--- config.mk ---
export PLATFORM = sky130hd
export DESIGN_NAME = drive_control_source_config
export DESIGN_NICKNAME = d
export VERILOG_FILES = /design/src/shared/drive_cfg_pkg.sv /design/src/design/drive_control_source_config.sv
export SDC_FILE = /design/constraint.sdc
export NUM_CORES = 1
export LEC_CHECK = 0
export BUFFER_PORTS_ARGS = -buffer_cell sky130_fd_sc_hd__buf_4
export CAP_MARGIN = 30
export CELL_PAD_IN_SITES_DETAIL_PLACEMENT = 0
export CELL_PAD_IN_SITES_GLOBAL_PLACEMENT = 1
export CORE_MARGIN = 5
export CORE_UTILIZATION = 27
export CTS_CLUSTER_DIAMETER = 120
export DETAILED_ROUTE_END_ITERATION = 8
export PLACE_DENSITY = 0.72
export SLEW_MARGIN = 10
export SYNTH_ARGS = -nofsm -noshare
export SYNTH_HDL_FRONTEND = slang
export SYNTH_SLANG_ARGS = --single-unit
export TNS_END_PERCENT = 30
--- constraint.sdc ---
create_clock -name i_clk -period 2.2 [get_ports i_clk]
set_input_delay 0.66 -clock i_clk [delete_from_list [all_inputs] [get_ports i_clk]]
set_output_delay 0.66 -clock i_clk [all_outputs]
set_load 0.1 [all_outputs]
--- src/shared/drive_cfg_pkg.sv ---
// Constants, types and register map of the drive control source configuration block.
// Operation
// - The control source code is 0 for undefined after reset, 1 for local I/O, 2 for CAN fieldbus and 3 for serial fieldbus.
// - A new control source value becomes active at the next power-on, except that leaving an active value of 0 applies at once.
// - The local start-up mode code is 0 for none, 1 for torque loop and 2 for velocity loop on the analog reference, and 3 for electronic gearing.
// - The selected local start-up mode is started when the drive enters the operation enabled state while local I/O control is active.
// - The position port code is 0 for quadrature input with fourfold evaluation, 1 for step and direction input with gate, and 2 for encoder emulation output.
// - The position port role defaults to quadrature input and a new value becomes active at the next power-on.
// - The three parameters are 16-bit unsigned, readable and writable, retained over power cycles and found at fixed addresses.
package drive_cfg_pkg;

    localparam logic [15:0] ADDR_CONTROL_SOURCE = 16'h0502;
    localparam logic [15:0] ADDR_POSITION_PORT  = 16'h0504;
    localparam logic [15:0] ADDR_STARTUP_MODE   = 16'h0506;

    localparam logic [15:0] MAX_CONTROL_SOURCE  = 16'h0003;
    localparam logic [15:0] MAX_POSITION_PORT   = 16'h0002;
    localparam logic [15:0] MAX_STARTUP_MODE    = 16'h0003;

    typedef enum logic [1:0] {
        SRC_UNDEFINED              = 2'b00,
        SRC_LOCAL_IO_CONTROL       = 2'b01,
        SRC_CAN_FIELDBUS_CONTROL   = 2'b10,
        SRC_SERIAL_FIELDBUS_CONTROL = 2'b11
    } control_source_e;

    typedef enum logic [1:0] {
        MODE_NONE                    = 2'b00,
        MODE_TORQUE_LOOP             = 2'b01,
        MODE_VELOCITY_LOOP           = 2'b10,
        MODE_ELECTRONIC_GEARING      = 2'b11
    } startup_mode_e;

    typedef enum logic [1:0] {
        ROLE_QUADRATURE_INPUT        = 2'b00,
        ROLE_STEP_DIRECTION_INPUT    = 2'b01,
        ROLE_ENCODER_EMULATION_OUTPUT = 2'b10
    } port_role_e;

    localparam control_source_e RESET_CONTROL_SOURCE = SRC_UNDEFINED;
    localparam port_role_e      RESET_POSITION_PORT  = ROLE_QUADRATURE_INPUT;
    localparam startup_mode_e   RESET_STARTUP_MODE   = MODE_NONE;

    typedef struct packed {
        logic        wr;
        logic        rd;
        logic [15:0] addr;
        logic [15:0] data;
    } param_req_s;

    typedef struct packed {
        logic        valid;
        logic        err;
        logic [15:0] data;
    } param_rsp_s;

endpackage

--- src/design/drive_control_source_config.sv ---
// Parameter bank that selects control source, local start-up mode and position port role.
`timescale 1ns/100ps
`default_nettype none
module drive_control_source_config
    import drive_cfg_pkg::*;
(
    // Clock and reset.
    input  wire  logic            i_clk,
    input  wire  logic            i_srst,
    // Parameter access from the fieldbus.
    input  wire  param_req_s      i_req,
    output logic                  o_rsp_valid,
    output logic                  o_rsp_err,
    output logic [15:0]           o_rsp_data,
    // Drive state.
    input  wire  logic            i_power_on,
    input  wire  logic            i_operation_enabled_state,
    // Active configuration.
    output control_source_e       o_control_source,
    output port_role_e            o_port_role,
    output logic                  o_quadrature_input_role,
    output logic                  o_step_direction_input_role,
    output logic                  o_encoder_emulation_output_role,
    output logic                  o_local_start,
    output startup_mode_e         o_local_start_mode
);

    // Stored values stand for the retained copies; active values are what the drive runs on.
    control_source_e src_stored_r;
    control_source_e src_stored_nxt;
    port_role_e      port_stored_r;
    port_role_e      port_stored_nxt;
    startup_mode_e   mode_stored_r;
    startup_mode_e   mode_stored_nxt;
    control_source_e src_active_nxt;
    port_role_e      port_active_nxt;
    logic            op_en_d_r;

    // Address decode and range checks.
    logic            hit_src;
    logic            hit_port;
    logic            hit_mode;
    logic            hit_any;
    logic            is_read;
    logic            ok_src;
    logic            ok_port;
    logic            ok_mode;

    // Accepted and rejected writes.
    logic            wr_src;
    logic            wr_port;
    logic            wr_mode;
    logic            wr_bad;
    logic [1:0]      new_code;
    logic            src_now;

    // Read path, start detection and answer.
    logic [15:0]     rd_value;
    logic            op_en_rise;
    logic            start_now;
    logic            start_pulse_nxt;
    logic [2:0]      role_hot_nxt;
    param_rsp_s      rsp_nxt;

    assign hit_src  = i_req.addr == ADDR_CONTROL_SOURCE;
    assign hit_port = i_req.addr == ADDR_POSITION_PORT;
    assign hit_mode = i_req.addr == ADDR_STARTUP_MODE;
    assign hit_any  = hit_src | hit_port | hit_mode;
    assign is_read  = i_req.rd & ~i_req.wr;

    assign ok_src   = i_req.data <= MAX_CONTROL_SOURCE;
    assign ok_port  = i_req.data <= MAX_POSITION_PORT;
    assign ok_mode  = i_req.data <= MAX_STARTUP_MODE;

    assign wr_src   = i_req.wr & hit_src & ok_src;
    assign wr_port  = i_req.wr & hit_port & ok_port;
    assign wr_mode  = i_req.wr & hit_mode & ok_mode;
    assign wr_bad   = i_req.wr & ~(wr_src | wr_port | wr_mode);

    // Only two bits can be nonzero once the range check has passed.
    assign new_code = i_req.data[1:0];

    // Leaving undefined during first setup must not wait for a power cycle.
    assign src_now  = wr_src & (o_control_source == SRC_UNDEFINED) & (new_code != 2'b00);

    assign rd_value = hit_src  ? {14'h0000, src_stored_r}  :
                      hit_port ? {14'h0000, port_stored_r} :
                      hit_mode ? {14'h0000, mode_stored_r} : 16'h0000;

    assign src_stored_nxt  = wr_src  ? control_source_e'(new_code) : src_stored_r;
    assign port_stored_nxt = wr_port ? port_role_e'(new_code)      : port_stored_r;
    assign mode_stored_nxt = wr_mode ? startup_mode_e'(new_code)   : mode_stored_r;

    // The immediate first-setup write wins over a power-on in the same cycle.
    assign src_active_nxt  = src_now    ? control_source_e'(new_code) :
                             i_power_on ? src_stored_r                : o_control_source;
    assign port_active_nxt = i_power_on ? port_stored_r : o_port_role;

    // The start-up mode is not latched at power-on, so a new value applies at the next enable.
    assign op_en_rise      = i_operation_enabled_state & ~op_en_d_r;
    assign start_now       = op_en_rise & (o_control_source == SRC_LOCAL_IO_CONTROL);
    assign start_pulse_nxt = start_now & (mode_stored_r != MODE_NONE);

    // One decoder bit per port role, so a code that no role owns enables none.
    for (genvar g = 0; g < 3; g++) begin : g_role
        assign role_hot_nxt[g] = o_port_role == port_role_e'(2'(g));
    end

    assign rsp_nxt.valid = i_req.wr | i_req.rd;
    assign rsp_nxt.err   = wr_bad | (is_read & ~hit_any);
    assign rsp_nxt.data  = is_read ? rd_value : 16'h0000;

    // Stored copies, updated only by accepted writes.
    always_ff @(posedge i_clk) begin
        if (i_srst) begin
            src_stored_r <= RESET_CONTROL_SOURCE;
        end else begin
            src_stored_r <= src_stored_nxt;
        end
    end

    always_ff @(posedge i_clk) begin
        if (i_srst) begin
            port_stored_r <= RESET_POSITION_PORT;
        end else begin
            port_stored_r <= port_stored_nxt;
        end
    end

    always_ff @(posedge i_clk) begin
        if (i_srst) begin
            mode_stored_r <= RESET_STARTUP_MODE;
        end else begin
            mode_stored_r <= mode_stored_nxt;
        end
    end

    // Active copies follow the stored ones at power-on.
    always_ff @(posedge i_clk) begin
        if (i_srst) begin
            o_control_source <= RESET_CONTROL_SOURCE;
        end else begin
            o_control_source <= src_active_nxt;
        end
    end

    always_ff @(posedge i_clk) begin
        if (i_srst) begin
            o_port_role <= RESET_POSITION_PORT;
        end else begin
            o_port_role <= port_active_nxt;
        end
    end

    // Decoded port roles lag the active role by one cycle.
    always_ff @(posedge i_clk) begin
        if (i_srst) begin
            o_quadrature_input_role <= 1'b1;
        end else begin
            o_quadrature_input_role <= role_hot_nxt[0];
        end
    end

    always_ff @(posedge i_clk) begin
        if (i_srst) begin
            o_step_direction_input_role <= 1'b0;
        end else begin
            o_step_direction_input_role <= role_hot_nxt[1];
        end
    end

    always_ff @(posedge i_clk) begin
        if (i_srst) begin
            o_encoder_emulation_output_role <= 1'b0;
        end else begin
            o_encoder_emulation_output_role <= role_hot_nxt[2];
        end
    end

    // Automatic start of the local mode.
    always_ff @(posedge i_clk) begin
        if (i_srst) begin
            op_en_d_r <= 1'b0;
        end else begin
            op_en_d_r <= i_operation_enabled_state;
        end
    end

    always_ff @(posedge i_clk) begin
        if (i_srst) begin
            o_local_start <= 1'b0;
        end else begin
            o_local_start <= start_pulse_nxt;
        end
    end

    always_ff @(posedge i_clk) begin
        if (i_srst) begin
            o_local_start_mode <= RESET_STARTUP_MODE;
        end else if (start_now) begin
            o_local_start_mode <= mode_stored_r;
        end
    end

    // Access answer, one cycle after the request.
    always_ff @(posedge i_clk) begin
        if (i_srst) begin
            o_rsp_valid <= 1'b0;
        end else begin
            o_rsp_valid <= rsp_nxt.valid;
        end
    end

    always_ff @(posedge i_clk) begin
        if (i_srst) begin
            o_rsp_err <= 1'b0;
        end else begin
            o_rsp_err <= rsp_nxt.err;
        end
    end

    always_ff @(posedge i_clk) begin
        if (i_srst) begin
            o_rsp_data <= 16'h0000;
        end else begin
            o_rsp_data <= rsp_nxt.data;
        end
    end

endmodule // drive_control_source_config
`default_nettype wire

==> impl_metrics.ini, run 1 <==
[yosys]
synthTopCellsByArea = dfxtp_1, buf_4, mux2i_1
ys_async_sr_fraction_pct = 0
ys_seq_area_share_pct = 38.2
synth_top_area_share_pct = 38.2
syn_area_mm2 = 0.00110
syn_avg_cell_area_um2 = 9.25
ys_ff_latch = 21
ys.warnings.count = 0
synth_edf_count = 0
yosysUniqueCellTypes = 35
synth_top_flop_cell = dfxtp_1
yosysMostFrequentCell = dfxtp_1
postSynthCellCount = 119
synth_area_leader_cell = dfxtp_1
synthTopCellsByCount = dfxtp_1, buf_4, nor2_1, a21oi_1, mux2i_1

[sta]
setup_viol = 0
worst_hold_slack_ns = 0.495
fin_crit_sh_pct = 96.0
final_hold_viol_count = 0
skew_ns = 0.00270
slew_headroom_pct = 57.0
fin_crit_ns = 2.11
rsz0062_at_grt = no
worst_pin_slew_ns = 0.636
fmax_mhz = 473
drv_slew = 0

[hold_path]
hold_path_end = src_stored_r[0]
hp-start = src_stored_r[0]
min_path_type = reg -> reg
hold_depth = 2

[critical_path]
cp-start-kind = input pin
timing.rr.end = o_local_start_mode[1]
r2r_cells = 3
crit_fanout = 6
reg2reg_slack_ns = 0.83
crit_arrival_ns = 2.32
slowest_delay_ns = 0.56
crit_path_top_delay_cell = or4b_4
cpLargestDelayFamily = simple AND/OR/NAND/NOR gates
cp.depth = 5
critPathKind = in -> reg
cp-startpoint = i_req[22]
r2r-start = o_control_source[1]
end_kind = register
path_cells = buf_4 > or4b_4 > or4_4 > nor4_4 > o21a_1
worstPathBufferInverterCount = 1
required_ns = 2.41

[cts]
clk_latency_ns = 0.26
clock-root-buffer = clkbuf_8
postCtsSetupBuffers = 0
clock-sinks = 21
cts_resized = 0
cts_hold_buf = 0
cts_buffer_depth = 2
numCtsBuffers = 3
clk_pin_slew_ns = 0.07
h-tree-depth = 1
cts_tree = yes

[detailed_routing]
wl_met2_um = 1410
drt_wl_total_um = 2970
wl_met3_um = 274
met1_length_um = 1260
ant_nets = 0
via_per_inst = 4.74
routed.top_layer = met4
first_iter_violations = 22
avgRoutedWirePerCell_um = 13.2
via_count = 1066
drc_errors = 0
dr.pass1.iters = 4

[layout]
fin_cells = 225
fin_util_pct = 39.6
design_area_mm2 = 0.00157
final_nets = 214
fill_cells = 416
diodes = 0
drive_above_1_share_pct = 40.6
area_growth_pct = 42.7

[placed_design]
gp_congestion = 0.844
place_inst = 221
port-buffer-count = 51
dp_hpwl_um = 2530
place_area_mm2 = 0.00153

[die]
placeableCoreArea_mm2 = 0.00397
start_util_pct = 27.7
die_area_mm2 = 0.00546
die_w_um = 73.9
fp.dieH_um = 73.9
rows = 23
ios = 66

[power]
switchingPower_mw = 0.281
irDropWorstVdd_v = 0.000242
seqPwrFrac_pct = 45.1
power.total_mw = 0.852
p_clk_share_pct = 29.3
power_density_mw_per_mm2 = 542
power_frac_comb_pct = 25.6
netSwitchingFraction_pct = 33.0
leakagePower_nw = 0.683
p_int_mw = 0.571

[global_routing]
antenna_found_initial = 0
grt_pass1_wl_um = 4920
grt_max_degree = 24
grt_pass1_vias = 1121
grt_use_total_pct = 11.4
grt-ovfl-total = 0

[run]
cap_violations = 0

[run_status]
status = finished, final reports clean
worst register-to-register path: cells and delay by family, from the launching register on:
kind	cells	cell delay (ns)
simple gates	2	0.65
flops	1	0.36
mux	1	0.25
power by group through the flow:
stage	combinational [mW]	sequential, mW	clock [mW]
final	0.218	0.384	0.250
after CTS	0.219	0.384	0.262
after floorplan	0.150	0.411	0
after detailed placement	0.218	0.393	0
after global routing	0.229	0.384	0.276
after global placement	0.216	0.393	0
cell families after synthesis:
group / Yosys count / share of synthesized area [%]
mux: 7 / 6.59
buf+inv: 20 / 11.7
other cells: 1 / 0.341
compound gates: 19 / 11.6
flops: 21 / 38.2
simple gates: 51 / 31.6
worst max path at each step:
stage | slack [ns] | to
after CTS | 0.08 | port_stored_r[0]
after detailed placement | -0.20 | port_stored_r[0]
final | 0.09 | port_stored_r[0]
after floorplan | -0.11 | port_stored_r[1]
after global placement | -0.15 | port_stored_r[1]
after global routing | 0.05 | port_stored_r[1]
flip-flops by register name, summed over array words and instances, names as in the netlist, 2 cells and up:
signal,flops
mode_stored_r,2
o_control_source,2
o_local_start_mode,2
o_port_role,2
o_rsp_data,2
port_stored_r,2
src_stored_r,2
final cells by class:
cell class	instances	area, um2	share of cell area (%)
multi-input combinational	91	604	38.5
sequential	21	420	26.8
clock buffer	4	45.0	2.87
timing repair buffer	58	435	27.7
tap	50	62.6	3.98
inverter	1	3.75	0.239
cell usage in the layout (no fill, tap or decap), types with 4 or more instances in the layout:
cell type  Yosys  routed
a21oi_1        6       6
buf_4         14      58
conb_1         1      14
dfxtp_1       21      21
mux2i_1        5       5
nand4_1        4       4
nor2_1        12      12
nor3_1         4       4
nor3b_1        4       4
o31ai_1        4       4
metal layers:
layer	up-vias	track usage, %
met5	-	0
met4	0	5.03
met3	4	2.46
met2	57	19.3
met1	480	13.6
li1	525	-
metrics by stage:
| stage | setup WS [ns] | TNS (ns) |
|---|---|---|
| 3_3_place_gp | -0.153 | -1.13 |
| 6_report | 0.0869 | 0 |
| 3_5_place_dp | -0.195 | -1.34 |
| 4_1_cts | 0.0809 | 0 |
| 2_1_floorplan | -0.105 | -0.601 |
| 5_1_grt | 0.0452 | 0 |
(Power assumes the default switching activity.)
==> run 2: changes to the inputs <==
--- a/config.mk
+++ b/config.mk
@@ -9,11 +9,13 @@
 export CAP_MARGIN = 30
 export CELL_PAD_IN_SITES_DETAIL_PLACEMENT = 0
 export CELL_PAD_IN_SITES_GLOBAL_PLACEMENT = 1
+export CORE_ASPECT_RATIO = 2
 export CORE_MARGIN = 5
 export CORE_UTILIZATION = 27
 export CTS_CLUSTER_DIAMETER = 120
 export DETAILED_ROUTE_END_ITERATION = 8
-export PLACE_DENSITY = 0.72
+export PLACE_DENSITY = 0.84
+export RECOVER_POWER = 50
 export SLEW_MARGIN = 10
 export SYNTH_ARGS = -nofsm -noshare
 export SYNTH_HDL_FRONTEND = slang
==> impl_metrics.ini, run 2 (synthesis gave the netlist of run 1 again) <==
[detailed_routing]
via_per_inst = 4.67
avgRoutedWirePerCell_um = 12.8
first_iter_violations = 24
via_count = 1083
drc_errors = 0
drt_wl_total_um = 2970
ant_nets = 0
dr.pass1.iters = 4

[critical_path]
cp-start-kind = input pin
end_kind = register
slowest_delay_ns = 0.59
path_cells = buf_4 > or4b_4 > or4_4 > o31ai_1 > a21oi_1
critPathKind = in -> reg
crit_path_top_delay_cell = or4_4
r2r-start = o_control_source[1]
r2r_cells = 4
cpLargestDelayFamily = simple AND/OR/NAND/NOR gates
timing.rr.end = o_local_start_mode[1]
endpoint = src_stored_r[1]
cp.depth = 5
worstPathBufferInverterCount = 1
crit_fanout = 6
crit_arrival_ns = 2.25
reg2reg_slack_ns = 0.98
required_ns = 2.34
cp-startpoint = i_req[20]

[sta]
fin_crit_ns = 2.11
worst_hold_slack_ns = 0.490
slew_headroom_pct = 64.2
fin_crit_sh_pct = 95.9
final_hold_viol_count = 0
totalNegativeSetupSlack_ns = 0
fmax_mhz = 474
rsz0062_at_grt = no
worst_pin_slew_ns = 0.540
drv_slew = 0
skew_ns = 0.00721
setup_viol = 0

[cts]
clock-root-buffer = clkbuf_8
cts_hold_buf = 0
clk_pin_slew_ns = 0.08
clock-sinks = 21
h-tree-depth = 1
numCtsBuffers = 3
cts_resized = 0
clk_latency_ns = 0.26
cts_buffer_depth = 2
postCtsSetupBuffers = 0
cts_tree = yes

[power]
leakagePower_nw = 0.693
power.total_mw = 0.852
irDropWorstVdd_v = 0.000213
power_density_mw_per_mm2 = 536

[hold_path]
hp-start = o_port_role[1]
min_path_type = reg -> reg

[placed_design]
port-buffer-count = 51
gp_congestion = 0.769
dp_hpwl_um = 2490

[die]
rows = 33
start_util_pct = 27.2
die_w_um = 55.2
ios = 66
die_area_mm2 = 0.00553
fp.dieH_um = 100
placeableCoreArea_mm2 = 0.00405

[global_routing]
grt-ovfl-total = 0
grt_pass1_vias = 1129
antenna_found_initial = 0
grt_use_total_pct = 12.0
grt_max_degree = 24
grt_pass1_wl_um = 4970

[layout]
multi_input_area_um2 = 609
diodes = 0
final_cell_mix = buf_4, dfxtp_1, conb_1, nor2_1, clkbuf_2
fin_util_pct = 39.3
fill_cells = 470
ff_latch_area_um2 = 420
area_growth_pct = 44.3
layout_commonest_cell = buf_4
final_nets = 219
drive_above_1_share_pct = 41.7

[run_status]
status = finished, final reports clean

[run]
cap_violations = 0
run 2: layout make-up:
type / instances / area share [%]
multi-input cells: 91 / 38.3
repair buffers: 63 / 28.0
flip-flops and latches: 21 / 26.5
well taps: 52 / 4.09
clock buffers: 3 / 2.60
clock inverters: 1 / 0.315
inverters: 1 / 0.236
run 2: metrics by stage:
step	area (um2)	cells	setup slack [ns]
2_1_floorplan	1160	132	-0.105
3_3_place_gp	1570	228	-0.158
3_5_place_dp	1570	228	-0.188
4_1_cts	1610	232	0.0934
5_1_grt	1590	232	0.0247
6_report	1590	232	0.0897
run 2: metal layers:
layer	routed length (um)	global-route usage, %	vias up	share of wire, %
met5	0	0	-	0
met4	63	6.37	0	2.1
met3	206	1.78	7	6.9
met2	1740	21.4	47	59
met1	960	12.8	494	32
li1	-	-	535	-
run 2: worst min-delay path by stage:
| stage | slack, ns | end | cells past startpoint |
|---|---|---|---|
| 3_5_place_dp | 0.48 | o_quadrature_input_role | 1 |
| 4_1_cts | 0.49 | src_stored_r[0] | 2 |
| 6_report | 0.49 | o_quadrature_input_role | 1 |
| 3_3_place_gp | 0.47 | src_stored_r[0] | 2 |
| 5_1_grt | 0.52 | src_stored_r[1] | 2 |
| 2_1_floorplan | 0.45 | src_stored_r[1] | 2 |
run 2: report_power, final:
group	switching (mW)	total, mW	internal, mW
registers	0.00102	0.384	0.383
logic	0.160	0.219	0.0594
clock network	0.123	0.249	0.126
==> run 3: changes to the inputs <==
--- a/config.mk
+++ b/config.mk
@@ -5,16 +5,16 @@
 export SDC_FILE = /design/constraint.sdc
 export NUM_CORES = 1
 export LEC_CHECK = 0
+export ABC_AREA = 1
 export BUFFER_PORTS_ARGS = -buffer_cell sky130_fd_sc_hd__buf_4
 export CAP_MARGIN = 30
 export CELL_PAD_IN_SITES_DETAIL_PLACEMENT = 0
 export CELL_PAD_IN_SITES_GLOBAL_PLACEMENT = 1
-export CORE_ASPECT_RATIO = 2
 export CORE_MARGIN = 5
-export CORE_UTILIZATION = 27
+export CORE_UTILIZATION = 26
 export CTS_CLUSTER_DIAMETER = 120
 export DETAILED_ROUTE_END_ITERATION = 8
-export PLACE_DENSITY = 0.84
+export PLACE_DENSITY = 0.83
 export RECOVER_POWER = 50
 export SLEW_MARGIN = 10
 export SYNTH_ARGS = -nofsm -noshare
==> impl_metrics.ini, run 3 <==
[run_status]
status = finished, final reports clean

[layout]
final_nets = 264
layout_commonest_cell = buf_4
diodes = 0
final_cell_mix = buf_4, nand2_1, nor2_1, inv_1, dfxtp_1
area_growth_pct = 33.8
drive_above_1_share_pct = 30.7
fin_util_pct = 36.3

[sta]
totalNegativeSetupSlack_ns = 0
worst_hold_slack_ns = 0.459
drv_slew = 0
worst_pin_slew_ns = 0.596
rsz0062_at_grt = no
fin_crit_sh_pct = 78.7
fmax_mhz = 577
fin_ws_ns = 0.468
skew_ns = 0.00400
fin_crit_ns = 1.73
final_hold_viol_count = 0
slew_headroom_pct = 60.3
setup_viol = 0

[critical_path]
crit_arrival_ns = 1.86
cp-start-kind = input pin
end_kind = register
crit_fanout = 6
crit_path_top_delay_cell = nor2_1
critPathKind = in -> reg
path_cells = buf_4 > nor2_1 > nand2_1 > nor2_1 > nand2_4 > nor2_8 > nand3_2 > nand3_1 > a21oi_2
crit_path_frequent_cell = nor2_1
slowest_delay_ns = 0.40
required_ns = 2.33

[yosys]
yosysUniqueCellTypes = 27
ys_async_sr_fraction_pct = 0
synth_area_leader_cell = dfxtp_1
muxShareOfSynthArea_pct = 0
synth_top_flop_cell = dfxtp_1
yosys.area_share.simple_pct = 36.7
synth_top_family_by_area = simple AND/OR/NAND/NOR gates
postSynthCellCount = 172
yosysMostFrequentCell = nand2_1
synth_edf_count = 0
synthTopCellsByCount = nand2_1, nor2_1, dfxtp_1, inv_1, buf_4
synth_xor_area_share_pct = 0
ys_seq_area_share_pct = 35.1
ys.warnings.count = 0
synth_top_area_share_pct = 35.1
synth_compound_area_share_pct = 10.5
synthTopCellsByArea = dfxtp_1, nand2_1, buf_4
ys_ff_latch = 21
syn_area_mm2 = 0.00120
syn_avg_cell_area_um2 = 6.95
yosys.area_share.adder_pct = 0

[placed_design]
port-buffer-count = 51
pre_cts_slack_ns = 0.404
dp_hpwl_um = 2420
gp_congestion = 0.845

[die]
die_area_mm2 = 0.00606
die_w_um = 77.8
fp.dieH_um = 77.8
placeableCoreArea_mm2 = 0.00441
ios = 66
rows = 24
start_util_pct = 27.1

[cts]
clk_pin_slew_ns = 0.08
clk_latency_ns = 0.26
clock-root-buffer = clkbuf_8
clock-sinks = 21
postCtsSetupBuffers = 0
cts_tree = yes
cts_hold_buf = 0
numCtsBuffers = 3
cts_buffer_depth = 2
h-tree-depth = 1
cts_resized = 0

[power]
power_density_mw_per_mm2 = 564
irDropWorstVdd_v = 0.000251
leakagePower_nw = 0.826
power.total_mw = 0.903

[global_routing]
grt_max_degree = 13
antenna_found_initial = 0
grt_use_total_pct = 9.39
grt_pass1_vias = 1051
grt_pass1_wl_um = 4720
grt-ovfl-total = 0

[detailed_routing]
ant_nets = 0
avgRoutedWirePerCell_um = 10.3
via_count = 1153
drc_errors = 0
drt_wl_total_um = 2860
dr.pass1.iters = 4
first_iter_violations = 60
via_per_inst = 4.16

[run]
cap_violations = 0

[hold_path]
min_path_type = reg -> reg
[run 3: cell types whose count changed in the layout (fill, tap and decap cells not counted), moves of 4 or more]
cell / delta
nand2_1: +31
inv_1: +20
nor2_1: +14
a21oi_1: +7
nand3_1: +7
o21ai_0: +7
buf_4: -6
mux2i_1: -5
nor3b_1: -4
[run 3: critical path: cells and delay by family]
kind	cells	cell delay (ns)
buffers and inverters	1	0.11
and+or+nand+nor	7	1.03
AOI/OAI and AO/OA	1	0.05
[run 3: report_power, final]
group | total (mW) | switching, mW | internal (mW)
clock | 0.249 | 0.120 | 0.129
sequential | 0.392 | 0.00434 | 0.388
combinational | 0.262 | 0.201 | 0.0613
total | 0.903 | 0.325 | 0.578
[run 3: cell families (layout without fill, tap and decap cells)]
kind of cell / Yosys count / in the layout
simple gates: 87 / 87
buf+inv: 39 / 79
compound gates: 24 / 24
flops: 21 / 21
other cells: 1 / 14
[run 3: worst paths after layout]
kind                                          start                           to  slack (ns)  cells after the start
worst max-delay path                      i_req[25]          o_control_source[0]        0.47                      9
worst min-delay path                 o_port_role[1]  o_step_direction_input_role        0.46                      1
worst max register to register  o_control_source[1]          o_control_source[0]        1.21                      4
worst min register to register       o_port_role[1]  o_step_direction_input_role        0.46                      1
[run 3: routing by layer]
layer  up-vias  global-route usage (%)  part of all wire (%)
li1        614                       -                     -
met1       502                    11.0                    40
met2        33                    16.0                    50
met3         4                    2.20                   7.7
met4         0                    4.47                   2.0
met5         -                       0                     0
[run 3: final cells by class]
cell class,count,area [um2]
clock buffers,4,45.0
fillers,493,2810
inverters,24,91.3
multi-input cells,125,609
flip-flops and latches,21,420
well taps,52,65.1
repair buffers,51,369
[run 3: through the flow]
step	cell area [um2]	std cells
final	1600	277
after global routing	1600	277
after CTS	1620	277
after detailed placement	1580	273
after global placement	1580	273
after floorplan	1240	185
